`config.mk`:
```
export PLATFORM = sky130hd
export DESIGN_NAME = crt_timer
export DESIGN_NICKNAME = d
export VERILOG_FILES = /design/src/HANDOVER_end.sv /design/src/crt_pkg.sv /design/src/crt_sync.sv /design/src/crt_timer.sv
export VERILOG_INCLUDE_DIRS = /design/src
export SDC_FILE = /design/constraint.sdc
export NUM_CORES = 1
export LEC_CHECK = 0
export BUFFER_PORTS_ARGS = -buffer_cell sky130_fd_sc_hd__buf_2
export CAP_MARGIN = 20
export CORE_MARGIN = 1.5
export CORE_UTILIZATION = 35
export CTS_BUF_LIST = sky130_fd_sc_hd__clkbuf_2 sky130_fd_sc_hd__clkbuf_4 sky130_fd_sc_hd__clkbuf_8
export DETAILED_ROUTE_END_ITERATION = 8
export RECOVER_POWER = 25
export SETUP_SLACK_MARGIN = 0.15
export SYNTH_ARGS = -nofsm -noshare
export SYNTH_HDL_FRONTEND = slang
export SYNTH_SLANG_ARGS = --single-unit
```
`constraint.sdc`:
```
create_clock -name ref_clk_i -period 10 [get_ports ref_clk_i]
set_clock_uncertainty 0.15 [all_clocks]
set_input_delay 0.5 -clock ref_clk_i [delete_from_list [all_inputs] [get_ports ref_clk_i]]
set_output_delay 0.5 -clock ref_clk_i [all_outputs]
set_load 0.02 [all_outputs]
```
`src/crt_cfg.svh`:
```
// named constants for the capture/reload timer: offsets, bit positions,
// reset values and prescale counts; included by the package only.
`ifndef CRT_CFG_SVH
`define CRT_CFG_SVH

// register indices on the plain register port
`define CRT_ADDR_W 3
`define CRT_DATA_W 8
`define CRT_OFS_CTRL 3'h0
`define CRT_OFS_MODE 3'h1
`define CRT_OFS_CNT_LO 3'h2
`define CRT_OFS_CNT_HI 3'h3
`define CRT_OFS_CAP_LO 3'h4
`define CRT_OFS_CAP_HI 3'h5

// timer_control bit positions
`define CRT_BIT_OVF 7
`define CRT_BIT_EXF 6
`define CRT_BIT_RXSEL 5
`define CRT_BIT_TXSEL 4
`define CRT_BIT_EXEN 3
`define CRT_BIT_RUN 2
`define CRT_BIT_SRC 1
`define CRT_BIT_CPRL 0

// mode_register bit position
`define CRT_BIT_DOWN_COUNT_ENABLE 0

// reset values
`define CRT_CTRL_RST 8'h00
`define CRT_DOWN_COUNT_ENABLE_RST 1'h0
`define CRT_CNT_RST 16'h0000
`define CRT_CAP_RST 16'h0000
`define CRT_RD_RST 8'h00

// counter limits
`define CRT_CNT_W 16
`define CRT_CNT_MAX 16'hFFFF
`define CRT_CNT_ONE 16'h0001
`define CRT_CNT_ZERO 16'h0000

// prescaler: machine cycle is twelve oscillator clocks, state time two
`define CRT_PRE_W 4
`define CRT_PRE_RST 4'h0
`define CRT_PRE_LAST 4'hB
`define CRT_PRE_ONE 4'h1
`define CRT_PRE_STATE_BIT 0

// pin synchroniser lanes
`define CRT_SYNC_N 2
`define CRT_LANE_CNT 0
`define CRT_LANE_TRIG 1

`endif

```
`src/HANDOVER_end.sv`:
```
`timescale 1ns/1ps
`default_nettype none
`default_nettype wire

```
`src/crt_pkg.sv`:
```
// types shared by the capture/reload timer files.
// assumes crt_cfg.svh is on the include path.
package crt_pkg;
  `include "crt_cfg.svh"

  // gray sequence reload -> capture -> baud
  typedef enum logic [1:0] {
    CRT_MODE_RELOAD = 2'h0,
    CRT_MODE_CAPTURE = 2'h1,
    CRT_MODE_BAUD = 2'h3
  } crt_mode_t;

  // timer_control layout, msb first
  typedef struct packed {
    logic overflow_flag;
    logic external_flag;
    logic rx_clock_select;
    logic tx_clock_select;
    logic ext_edge_enable;
    logic run_control;
    logic count_source_select;
    logic capture_reload_select;
  } crt_ctrl_t;

  typedef struct packed {
    logic [`CRT_ADDR_W-1:0] addr;
    logic [`CRT_DATA_W-1:0] wdata;
    logic wr;
    logic rd;
  } crt_bus_req_t;
endpackage

```
`src/crt_sync.sv`:
```
// two-flop synchronisers for the timer pins, with falling-edge pulses.
// assumes pins are asynchronous to ref_clk_i and change slowly vs it.
`timescale 1ns/1ps
`default_nettype none
module crt_sync
  import crt_pkg::*;
(
  input wire logic ref_clk_i,
  input wire logic arst_n_i,
  input wire logic ce_i,
  input wire logic [`CRT_SYNC_N-1:0] pin_i,
  output logic [`CRT_SYNC_N-1:0] lvl_o,
  output logic [`CRT_SYNC_N-1:0] fall_o
);
  logic [`CRT_SYNC_N-1:0] meta_ff;
  logic [`CRT_SYNC_N-1:0] sync_ff;
  logic [`CRT_SYNC_N-1:0] prev_ff;

  genvar gi;
  generate
    for (gi = 0; gi < `CRT_SYNC_N; gi++)
    begin : g_lane
      // pins idle high, so reset to one avoids a false edge
      always_ff @(posedge ref_clk_i or negedge arst_n_i)
      begin
        if (!arst_n_i)
        begin
          meta_ff[gi] <= 1'h1;
          sync_ff[gi] <= 1'h1;
          prev_ff[gi] <= 1'h1;
        end
        else if (ce_i)
        begin
          meta_ff[gi] <= pin_i[gi];
          sync_ff[gi] <= meta_ff[gi];
          prev_ff[gi] <= sync_ff[gi];
        end
      end
      assign fall_o[gi] = ce_i & prev_ff[gi] & ~sync_ff[gi];
    end
  endgenerate

  assign lvl_o = sync_ff;
endmodule
`default_nettype wire

```
`src/crt_timer.sv`:
```
// 16-bit capture / auto-reload / baud-rate timer with its register port.
// assumes one 200 MHz clock as oscillator, pins asynchronous, the other
// timer's overflow pulse on the same clock, and a one-cycle strobe bus.
//
// The strobed register port and the register addresses were decided locally.
`timescale 1ns/1ps
`default_nettype none
module crt_timer
  import crt_pkg::*;
(
  input wire logic ref_clk_i,
  input wire logic arst_n_i,
  input wire logic ce_i,
  input wire crt_pkg::crt_bus_req_t bus_i,
  output logic [`CRT_DATA_W-1:0] rd_data_o,
  input wire logic count_input_pin_i,
  input wire logic trigger_pin_i,
  input wire logic timer1_ovf_i,
  input wire logic timer_irq_en_i,
  output logic timer_irq_o,
  output logic rx_baud_tick_o,
  output logic tx_baud_tick_o
);
  import crt_pkg::*;

  crt_ctrl_t ctrl_ff;
  crt_ctrl_t nxt_ctrl;
  logic down_count_enable_ff;
  logic nxt_down_count_enable;
  logic [`CRT_CNT_W-1:0] cnt_ff;
  logic [`CRT_CNT_W-1:0] nxt_cnt;
  logic [`CRT_CNT_W-1:0] cap_ff;
  logic [`CRT_CNT_W-1:0] nxt_cap;
  logic [`CRT_PRE_W-1:0] pre_ff;
  logic [`CRT_PRE_W-1:0] nxt_pre;
  logic [`CRT_DATA_W-1:0] rd_ff;
  logic [`CRT_DATA_W-1:0] nxt_rd;
  logic rx_tick_ff;
  logic tx_tick_ff;

  // pin synchronisation
  logic [`CRT_SYNC_N-1:0] pin_lvl;
  logic [`CRT_SYNC_N-1:0] pin_fall;

  crt_sync u_sync (
    .ref_clk_i(ref_clk_i),
    .arst_n_i(arst_n_i),
    .ce_i(ce_i),
    .pin_i({trigger_pin_i, count_input_pin_i}),
    .lvl_o(pin_lvl),
    .fall_o(pin_fall)
  );

  wire trig_lvl = pin_lvl[`CRT_LANE_TRIG];
  wire trig_fall = pin_fall[`CRT_LANE_TRIG];
  wire cnt_pin_fall = pin_fall[`CRT_LANE_CNT];

  // register port decode
  wire acc_wr = ce_i & bus_i.wr;
  wire acc_rd = ce_i & bus_i.rd;
  wire wr_ctrl = acc_wr & (bus_i.addr == `CRT_OFS_CTRL);
  wire wr_mode = acc_wr & (bus_i.addr == `CRT_OFS_MODE);
  wire wr_cnt_lo = acc_wr & (bus_i.addr == `CRT_OFS_CNT_LO);
  wire wr_cnt_hi = acc_wr & (bus_i.addr == `CRT_OFS_CNT_HI);
  wire wr_cap_lo = acc_wr & (bus_i.addr == `CRT_OFS_CAP_LO);
  wire wr_cap_hi = acc_wr & (bus_i.addr == `CRT_OFS_CAP_HI);
  wire wr_cnt = wr_cnt_lo | wr_cnt_hi;
  wire [`CRT_DATA_W-1:0] wd = bus_i.wdata;

  // mode selection
  wire baud_sel = ctrl_ff.rx_clock_select | ctrl_ff.tx_clock_select;
  crt_mode_t mode;
  assign mode = baud_sel ? CRT_MODE_BAUD :
                (ctrl_ff.capture_reload_select ? CRT_MODE_CAPTURE :
                 CRT_MODE_RELOAD);

  logic is_cap;
  logic is_reload;
  logic is_baud;
  always_comb
  begin
    is_cap = 1'h0;
    is_reload = 1'h0;
    is_baud = 1'h0;
    case (mode)
      CRT_MODE_RELOAD: is_reload = 1'h1;
      CRT_MODE_CAPTURE: is_cap = 1'h1;
      CRT_MODE_BAUD: is_baud = 1'h1;
      default: is_reload = 1'h1;
    endcase
  end

  // direction from the trigger level only in up/down reload mode
  wire updown = is_reload & down_count_enable_ff;
  wire count_down = updown & ~trig_lvl;

  // prescaler: machine cycle and state time ticks
  wire pre_last = (pre_ff == `CRT_PRE_LAST);
  assign nxt_pre = pre_last ? `CRT_PRE_RST : pre_ff + `CRT_PRE_ONE;
  wire mc_tick = pre_last;
  wire st_tick = pre_ff[`CRT_PRE_STATE_BIT];

  // count source
  wire int_tick = is_baud ? st_tick : mc_tick;
  wire src_tick = ctrl_ff.count_source_select ? cnt_pin_fall : int_tick;
  wire inc = ctrl_ff.run_control & src_tick;

  // wrap detection
  wire at_max = (cnt_ff == `CRT_CNT_MAX);
  wire ovf = inc & ~count_down & at_max;
  wire unf = inc & count_down & (cnt_ff == cap_ff);
  wire wrap = ovf | unf;

  // trigger events; in up/down mode the pin is direction, not an event
  wire ext_ev = ctrl_ff.ext_edge_enable & trig_fall & ~updown;
  wire do_capture = is_cap & ext_ev;
  wire ext_reload = is_reload & ext_ev;
  wire ovf_set = wrap & ~is_baud;
  wire exf_toggle = updown & wrap;

  // counter next value; software write wins, low byte lane first
  logic [`CRT_CNT_W-1:0] hw_cnt;
  always_comb
  begin
    hw_cnt = cnt_ff;
    if (ext_reload)
      hw_cnt = cap_ff;
    else if (unf)
      hw_cnt = `CRT_CNT_MAX;
    else if (ovf && !is_cap)
      hw_cnt = cap_ff;
    else if (inc && count_down)
      hw_cnt = cnt_ff - `CRT_CNT_ONE;
    else if (inc)
      hw_cnt = cnt_ff + `CRT_CNT_ONE;
  end

  assign nxt_cnt = wr_cnt_lo ? {cnt_ff[`CRT_CNT_W-1:`CRT_DATA_W], wd} :
                   wr_cnt_hi ? {wd, cnt_ff[`CRT_DATA_W-1:0]} : hw_cnt;

  // capture registers; a capture beats a software write in the same cycle
  assign nxt_cap = do_capture ? cnt_ff :
                   wr_cap_lo ? {cap_ff[`CRT_CNT_W-1:`CRT_DATA_W], wd} :
                   wr_cap_hi ? {wd, cap_ff[`CRT_DATA_W-1:0]} : cap_ff;

  // control register; hardware set beats software clear
  wire sw_ovf = wr_ctrl ? wd[`CRT_BIT_OVF] : ctrl_ff.overflow_flag;
  wire sw_exf = wr_ctrl ? wd[`CRT_BIT_EXF] : ctrl_ff.external_flag;
  always_comb
  begin
    nxt_ctrl = ctrl_ff;
    if (wr_ctrl)
      nxt_ctrl = crt_ctrl_t'(wd);
    nxt_ctrl.overflow_flag = sw_ovf | ovf_set;
    if (exf_toggle)
      nxt_ctrl.external_flag = ~ctrl_ff.external_flag;
    else
      nxt_ctrl.external_flag = sw_exf | ext_ev;
  end

  assign nxt_down_count_enable = wr_mode ? wd[`CRT_BIT_DOWN_COUNT_ENABLE] : down_count_enable_ff;

  // read mux, unmapped indices read zero
  logic [`CRT_DATA_W-1:0] rd_mux;
  always_comb
  begin
    rd_mux = `CRT_RD_RST;
    case (bus_i.addr)
      `CRT_OFS_CTRL: rd_mux = ctrl_ff;
      `CRT_OFS_MODE: rd_mux = {{(`CRT_DATA_W-1){1'h0}}, down_count_enable_ff};
      `CRT_OFS_CNT_LO: rd_mux = cnt_ff[`CRT_DATA_W-1:0];
      `CRT_OFS_CNT_HI: rd_mux = cnt_ff[`CRT_CNT_W-1:`CRT_DATA_W];
      `CRT_OFS_CAP_LO: rd_mux = cap_ff[`CRT_DATA_W-1:0];
      `CRT_OFS_CAP_HI: rd_mux = cap_ff[`CRT_CNT_W-1:`CRT_DATA_W];
      default: rd_mux = `CRT_RD_RST;
    endcase
  end
  // data only valid the cycle after a read; otherwise zero
  assign nxt_rd = acc_rd ? rd_mux : `CRT_RD_RST;

  // serial clock routing
  wire my_ovf = is_baud & ovf;
  wire nxt_rx = ctrl_ff.rx_clock_select ? my_ovf : timer1_ovf_i;
  wire nxt_tx = ctrl_ff.tx_clock_select ? my_ovf : timer1_ovf_i;

  always_ff @(posedge ref_clk_i or negedge arst_n_i)
  begin
    if (!arst_n_i)
    begin
      ctrl_ff <= crt_ctrl_t'(`CRT_CTRL_RST);
      down_count_enable_ff <= `CRT_DOWN_COUNT_ENABLE_RST;
      cnt_ff <= `CRT_CNT_RST;
      cap_ff <= `CRT_CAP_RST;
      pre_ff <= `CRT_PRE_RST;
    end
    else if (ce_i)
    begin
      ctrl_ff <= nxt_ctrl;
      down_count_enable_ff <= nxt_down_count_enable;
      cnt_ff <= nxt_cnt;
      cap_ff <= nxt_cap;
      pre_ff <= nxt_pre;
    end
  end

  always_ff @(posedge ref_clk_i or negedge arst_n_i)
  begin
    if (!arst_n_i)
    begin
      rd_ff <= `CRT_RD_RST;
      rx_tick_ff <= 1'h0;
      tx_tick_ff <= 1'h0;
    end
    else if (ce_i)
    begin
      rd_ff <= nxt_rd;
      rx_tick_ff <= nxt_rx;
      tx_tick_ff <= nxt_tx;
    end
  end

  // request follows flags directly so a clear drops it at once
  assign timer_irq_o = timer_irq_en_i &
                       (ctrl_ff.overflow_flag | (ctrl_ff.external_flag & ~updown));
  assign rd_data_o = rd_ff;
  assign rx_baud_tick_o = rx_tick_ff;
  assign tx_baud_tick_o = tx_tick_ff;
endmodule
`default_nettype wire

```
==> impl_metrics.env, run 1 <==
export IMPL_outcome="finished with violations"
export IMPL_violations="max-capacitance violations, max-slew violations"
export IMPL_grt_antenna_before_repair=0
export IMPL_min_period_ns=4.01
export IMPL_drt_vias_per_instance=6.34
export IMPL_p_sw_mw=0.474
export IMPL_crit_chain="or4b_4 > a2111oi_4 > nand2_4 > xnor2_1 > ha_1 > nor2_1 > nand2_1 > nor3_1 > a32oi_1 > mux2_2 > a21oi_1"
export IMPL_ios=31
export IMPL_cts_setup_buffers=0
export IMPL_drt_iter0_drc=415
export IMPL_cts_hold_buf=0
export IMPL_dp_hpwl_mm=10.5
export IMPL_startpoint="ctrl_ff[5]$_DFFE_PN0P_"
export IMPL_synth_area_per_cell_sq_um=8.71
export IMPL_hold_depth=2
export IMPL_syn_num_nets=527
export IMPL_coreArea_sq_mm=0.0121
export IMPL_busiest_layer="met2"
export IMPL_gp_congestion=0.952
export IMPL_area_growth_pct=10.4
export IMPL_grt_met3_usage_pct=5.59
export IMPL_clock_tree_buffer_depth=2
export IMPL_yosysWarnings=0
export IMPL_p_per_area_mw_per_mm2=227
export IMPL_path_clk_slew_ns=0.08
export IMPL_grt_setup_unrepaired="false"
export IMPL_register_area_sq_mm=0.00153
export IMPL_syn_inst=505
export IMPL_cp_arrival_ns=4.14
export IMPL_multi_input_area_sq_mm=0.00268
export IMPL_final_setup_tns_ns=0
export IMPL_drc=0
export IMPL_p_int_mw=0.626
export IMPL_yosys_area_top_type_share_pct=31.3
export IMPL_fp_dieH_um=115
export IMPL_drv_cap=1
export IMPL_max_slew_margin_pct=-122
export IMPL_rows=40
export IMPL_ys_top_cells_by_count="dfrtp_1, nand2_1, o21ai_0"
export IMPL_synth_largest_area_cell="dfrtp_1"
export IMPL_antenna_cells=0
export IMPL_hold_violations=0
export IMPL_async_reset_ff_share_pct=100
export IMPL_dieArea_sq_mm=0.0132
export IMPL_worst_setup_path_end_kind="flip-flop"
export IMPL_r2r_end="cnt_ff[14]$_DFFE_PN0P_"
export IMPL_detail_route_antenna_nets=0
export IMPL_fin_crit_sh_pct=40.1
export IMPL_post_cts_resized=0
export IMPL_synth_seq_cells=61
export IMPL_min_to="u_sync.meta_ff[0]$_DFFE_PN1P_"
export IMPL_p_leak_nw=1.92
export IMPL_post_dp_cell_area_sq_mm=0.00462
export IMPL_cts_sinks=61
export IMPL_fin_area_sq_mm=0.00485
export IMPL_syn_cell_area_sq_mm=0.00440
export IMPL_synth_distinct_cells=71
export IMPL_layout_drive_gt1_share_pct=17.7
export IMPL_r2r_slack_ns=5.99
export IMPL_min_delay_start="count_input_pin_i"
export IMPL_synth_edff_count=0
export IMPL_netSwitchingFraction_pct=43.1
export IMPL_drt_wl_total_mm=14.8
export IMPL_overflow=0
export IMPL_critPathLaunchType="flip-flop"
export IMPL_reg2reg_depth=11
export IMPL_cp_slowest_cell="a2111oi_4"
export IMPL_max_stage_delay_ns=0.77
export IMPL_reg2reg_from="ctrl_ff[5]$_DFFE_PN0P_"
export IMPL_seq_area_frac_synth_pct=34.9
export IMPL_h_tree_depth=3
export IMPL_setup_violations_final=0
export IMPL_n_fill_cell=1276
export IMPL_grt_pass1_wl_mm=23.3
export IMPL_synth_main_ff_cell="dfrtp_1"
export IMPL_p_seq_share_pct=43.3
export IMPL_yosysMostFrequentCell="dfrtp_1"
export IMPL_p_comb_share_pct=33.0
export IMPL_wl_per_cell_um=21.7
export IMPL_worstMarginPinSlew_ns=3.33
export IMPL_use_met2_pct=35.7
export IMPL_grt_pass1_vias=4129
export IMPL_pwr_share_clk_pct=23.7
export IMPL_clkLatencyLatePin_ns=0.36
export IMPL_io_buffer_count=30
export IMPL_cp_max_fo=9
export IMPL_clock_fmax_ghz=0.250
export IMPL_grt_max_degree=62
export IMPL_critical_path_class="flip-flop to flip-flop"
export IMPL_fp_dieW_um=115
export IMPL_postLayoutCoreUtil_pct=40.1
export IMPL_layout_nets=532
export IMPL_start_util_pct=36.3
export IMPL_slew_violations=62
export IMPL_synthTopCellsByArea="dfrtp_1, mux2_2, o21ai_0"
export IMPL_dr_pass1_iters=5
export IMPL_cp_required_ns=10.13
export IMPL_ir_worst_vdd_uv=154
export IMPL_grt_util_met1_pct=31.1
export IMPL_cts_made_buffers=9
export IMPL_vias=4330
export IMPL_root_buffer="clkbuf_8"
export IMPL_min_path_type="input pin to flip-flop"
export IMPL_gr_usage_all_layers_pct=23.4
export IMPL_cts_tree="built"
==> stage by stage <==
| step | std cells | hold WS [ns] | worst slack (ns) | power (mW) |
|---|---|---|---|---|
| after floorplan | 505 | 0.0544 | 6.57 | 0.698 |
| after global placement | 666 | 0.319 | 6.05 | 0.823 |
| after detailed placement | 666 | 0.318 | 5.95 | 0.828 |
| after CTS | 682 | 0.180 | 6.10 | 1.09 |
| after global routing | 683 | 0.214 | 5.77 | 1.16 |
| final | 683 | 0.225 | 5.99 | 1.10 |
==> layout make-up <==
type	instances	area share, %
clock buffers	10	2.84
clock inverters	6	1.93
inverters	4	0.309
multi-input cells	399	55.2
flip-flops and latches	61	31.6
well taps	168	4.33
repair buffers	35	3.79
==> state kept, by name (all words and copies together), names as in the netlist <==
signal	cells
down_count_enable_ff	1
cap_ff	16
cnt_ff	16
u_sync.meta_ff	2
pre_ff	4
rx_baud_tick_o	1
ctrl_ff	8
u_sync.prev_ff	2
tx_baud_tick_o	1
u_sync.lvl_o	2
rd_data_o	8
==> power by group through the flow <==
stage,Combinational (mW),Sequential [mW],Clock (mW)
2_1_floorplan,0.324,0.375,0
3_3_place_gp,0.348,0.475,0
3_5_place_dp,0.353,0.474,0
4_1_cts,0.358,0.469,0.265
5_1_grt,0.398,0.485,0.280
6_report,0.363,0.476,0.261
==> worst max-delay path by stage <==
stage / to / cells past startpoint
after floorplan: cnt_ff[14]$_DFFE_PN0P_ / 13
after global placement: cnt_ff[14]$_DFFE_PN0P_ / 12
after detailed placement: cnt_ff[14]$_DFFE_PN0P_ / 12
after CTS: cnt_ff[14]$_DFFE_PN0P_ / 11
after global routing: cnt_ff[14]$_DFFE_PN0P_ / 11
final: cnt_ff[14]$_DFFE_PN0P_ / 11
==> placed cells by master (no fill, tap or decap), types with 10 or more instances in the layout <==
master    instances
buf_2            30
nor3_1           11
xor2_1           18
a22oi_1          13
mux2_2           20
mux2i_1          17
clkbuf_8         10
nand2_1          45
a21oi_1          28
dfrtp_1          55
nor4_1           15
nor2_1           34
o21ai_0          42
==> per-layer routing <==
| layer | part of all wire (%) | wire length [um] |
|---|---|---|
| met1 | 43 | 6350 |
| met2 | 44 | 6520 |
| met5 | 0 | 0 |
| met4 | 5.1 | 751 |
| met3 | 8.0 | 1190 |
==> kinds of logic after synthesis <==
group,synth area share [%]
AOI/OAI and AO/OA,25.6
xor gates and xnor gates,3.78
adders and majority gates,0.569
buffers and inverters,4.33
DFF,34.9
muxes,8.99
and+or+nand+nor,21.9
==> critical path, delay by kind of cell (launching register included) <==
kind | cells | cell delay, ns
compound gates | 3 | 1.04
mux | 1 | 0.31
xor+xnor | 1 | 0.17
simple gates | 5 | 1.53
fa+ha+maj | 1 | 0.26
flops | 1 | 0.47
(Power assumes the default switching activity.)
==> inputs of run 2 (changes only) <==
==> constraint.sdc (replaced) <==
create_clock -name ref_clk_i -period 4.08 [get_ports ref_clk_i]
set_clock_uncertainty 0.15 [all_clocks]
set_input_delay 0.204 -clock ref_clk_i [delete_from_list [all_inputs] [get_ports ref_clk_i]]
set_output_delay 0.204 -clock ref_clk_i [all_outputs]
set_load 0.02 [all_outputs]
==> run 2 against run 1 <==
The run still ends with max-capacitance violations, max-slew violations left. Register-to-register slack got worse by 5.6 ns. Worst hold slack got worse by 0.18 ns. Non-clock buffer count is 19 higher. Die area stayed put. Clock-buffer cell count grew 2. Wire length up 6.6%. Clock power grew 140%. Critical path depth did not move. Sequential power is 120% higher. Critical path type unchanged. Largest power group unchanged.
==> impl_metrics.env, run 2 (synthesis results as in run 1) <==
export IMPL_drt_wl_total_mm=15.8
export IMPL_crit_buf_inv=0
export IMPL_hold_violations=0
export IMPL_p_int_mw=1.59
export IMPL_h_tree_depth=3
export IMPL_critPathLaunchType="flip-flop"
export IMPL_p_seq_share_pct=38.7
export IMPL_clkLatencyLatePin_ns=0.36
export IMPL_grt_max_degree=37
export IMPL_ir_worst_vdd_uv=254
export IMPL_postLayoutCoreUtil_pct=41.2
export IMPL_cts_made_buffers=9
export IMPL_worstMarginPinSlew_ns=2.04
export IMPL_slew_violations=37
export IMPL_worst_setup_path_end_kind="flip-flop"
export IMPL_cp_slowest_cell="or4b_4"
export IMPL_fin_area_sq_mm=0.00498
export IMPL_layout_drive_gt1_share_pct=17.4
export IMPL_area_growth_pct=13.4
export IMPL_grt_setup_unrepaired="false"
export IMPL_register_area_sq_mm=0.00153
export IMPL_final_setup_tns_ns=0
export IMPL_cts_tree="built"
export IMPL_layout_nets=551
export IMPL_pwr_share_clk_pct=22.6
export IMPL_p_leak_nw=1.97
export IMPL_final_cell_mix="dfrtp_1, nand2_1, o21ai_0, nor2_1, a21oi_1"
export IMPL_final_common_cell="dfrtp_1"
export IMPL_max_slew_margin_pct=-36.2
export IMPL_grt_pass1_wl_mm=24.8
export IMPL_fin_crit_sh_pct=89.1
export IMPL_vias=4557
export IMPL_critical_path_class="flip-flop to flip-flop"
export IMPL_cp_required_ns=4.21
export IMPL_cp_arrival_ns=3.77
export IMPL_start_util_pct=36.3
export IMPL_min_path_type="input pin to flip-flop"
export IMPL_drt_vias_per_instance=6.48
export IMPL_multi_input_area_sq_mm=0.00268
export IMPL_fp_dieH_um=115
export IMPL_cts_setup_buffers=0
export IMPL_dp_hpwl_mm=11.2
export IMPL_reg_top3="cap_ff: 16 flops, cnt_ff: 16 flops"
export IMPL_n_fill_cell=1256
export IMPL_dr_pass1_iters=5
export IMPL_outcome="finished with violations"
export IMPL_detail_route_antenna_nets=0
export IMPL_cts_sinks=61
export IMPL_ios=31
export IMPL_post_dp_cell_area_sq_mm=0.00473
export IMPL_path_clk_slew_ns=0.07
export IMPL_gr_usage_all_layers_pct=25.0
export IMPL_drv_cap=1
export IMPL_cp_max_fo=9
export IMPL_timing_hold_ws_ns=0.0449
export IMPL_fp_dieW_um=115
export IMPL_total_power_mw=2.77
export IMPL_drc=0
export IMPL_clock_tree_buffer_depth=2
export IMPL_gp_congestion=0.978
export IMPL_min_period_ns=3.64
export IMPL_wl_per_cell_um=22.5
export IMPL_rows=40
export IMPL_root_buffer="clkbuf_8"
export IMPL_overflow=0
export IMPL_p_sw_mw=1.18
export IMPL_dieArea_sq_mm=0.0132
export IMPL_p_per_area_mw_per_mm2=556
export IMPL_p_comb_share_pct=38.7
export IMPL_max_stage_delay_ns=0.64
export IMPL_netSwitchingFraction_pct=42.7
export IMPL_clock_fmax_ghz=0.275
export IMPL_crit_chain="or4b_4 > a2111oi_4 > nand2_4 > xnor2_1 > ha_1 > nor2_1 > nand2_1 > nor3_1 > a32oi_1 > mux2_2 > a21oi_1"
export IMPL_drt_iter0_drc=530
export IMPL_coreArea_sq_mm=0.0121
export IMPL_setup_violations_final=0
export IMPL_violations="max-capacitance violations, max-slew violations"
export IMPL_crit_family="simple AND/OR/NAND/NOR gates"
export IMPL_grt_pass1_vias=4348
export IMPL_grt_antenna_before_repair=1
export IMPL_io_buffer_count=30
-- run 2: cell count changes in the layout (fill, tap and decap cells not counted) --
cell and delta:
dfstp_1 +2, clkinv_2 +1, inv_6 -2, buf_2 -12
clkbuf_1 +12, diode_2 +1, buf_4 +15, clkbuf_4 +3
dfstp_2 -2, dlygate4sd3_1 +3, clkinv_4 -1
-- run 2: area by class of cell --
class | instances | area share, %
diodes | 1 | 0.0502
inverters | 4 | 0.301
clock buffers | 12 | 3.06
well taps | 168 | 4.22
multi-input cells | 399 | 53.7
clock inverters | 4 | 1.46
repair buffers | 54 | 6.40
flip-flops and latches | 61 | 30.8
-- run 2: power groups by stage --
| stage | Clock (mW) | Sequential (mW) | Combinational (mW) |
|---|---|---|---|
| finish | 0.626 | 1.07 | 1.07 |
| global route | 0.659 | 1.09 | 1.17 |
| CTS | 0.639 | 1.05 | 1.05 |
| detailed placement | 0 | 1.07 | 1.04 |
| global placement | 0 | 1.06 | 1.02 |
| floorplan | 0 | 0.918 | 0.794 |
-- run 2: path summary, 6_finish.rpt --
check	slack, ns	depth (start not counted)	endpoint	startpoint
setup / recovery	0.44	11	cnt_ff[14]$_DFFE_PN0P_	ctrl_ff[5]$_DFFE_PN0P_
hold / removal	0.04	3	cnt_ff[3]$_DFFE_PN0P_	bus_i[5]
setup reg to reg	0.44	11	cnt_ff[14]$_DFFE_PN0P_	ctrl_ff[5]$_DFFE_PN0P_
hold reg to reg	0.34	1	rd_data_o[0]$_DFFE_PN0P_	rd_data_o[0]$_DFFE_PN0P_
max in group asynchronous	1.69	3	cnt_ff[8]$_DFFE_PN0P_	arst_n_i
min in group asynchronous	0.82	2	rx_baud_tick_o$_DFFE_PN0P_	arst_n_i
-- run 2: repair_timing --
action,4_1_cts,5_1_grt
hold buffers,3,0
setup endpoints to repair,0,0
resized for setup,0,0
hold endpoints to repair,31,0
-- run 2: layer usage --
layer	vias up	track usage [%]	wire length [um]
met4	0	15.1	835
li1	1984	-	-
met2	304	37.6	7120
met1	2202	33.0	6340
met5	-	0	0
met3	67	5.11	1490
-- run 2: through the flow --
| step | cells | setup WS [ns] |
|---|---|---|
| after floorplan | 505 | 0.647 |
| after global placement | 681 | 0.703 |
| after detailed placement | 681 | 0.537 |
| after CTS | 700 | 0.487 |
| after global routing | 703 | 0.143 |
| final | 703 | 0.444 |
-- run 2: tightest hold or removal path: stages --
cell and delay [ns]:
buf_2 0.16, nand2_1 0.06, o311ai_0 0.08
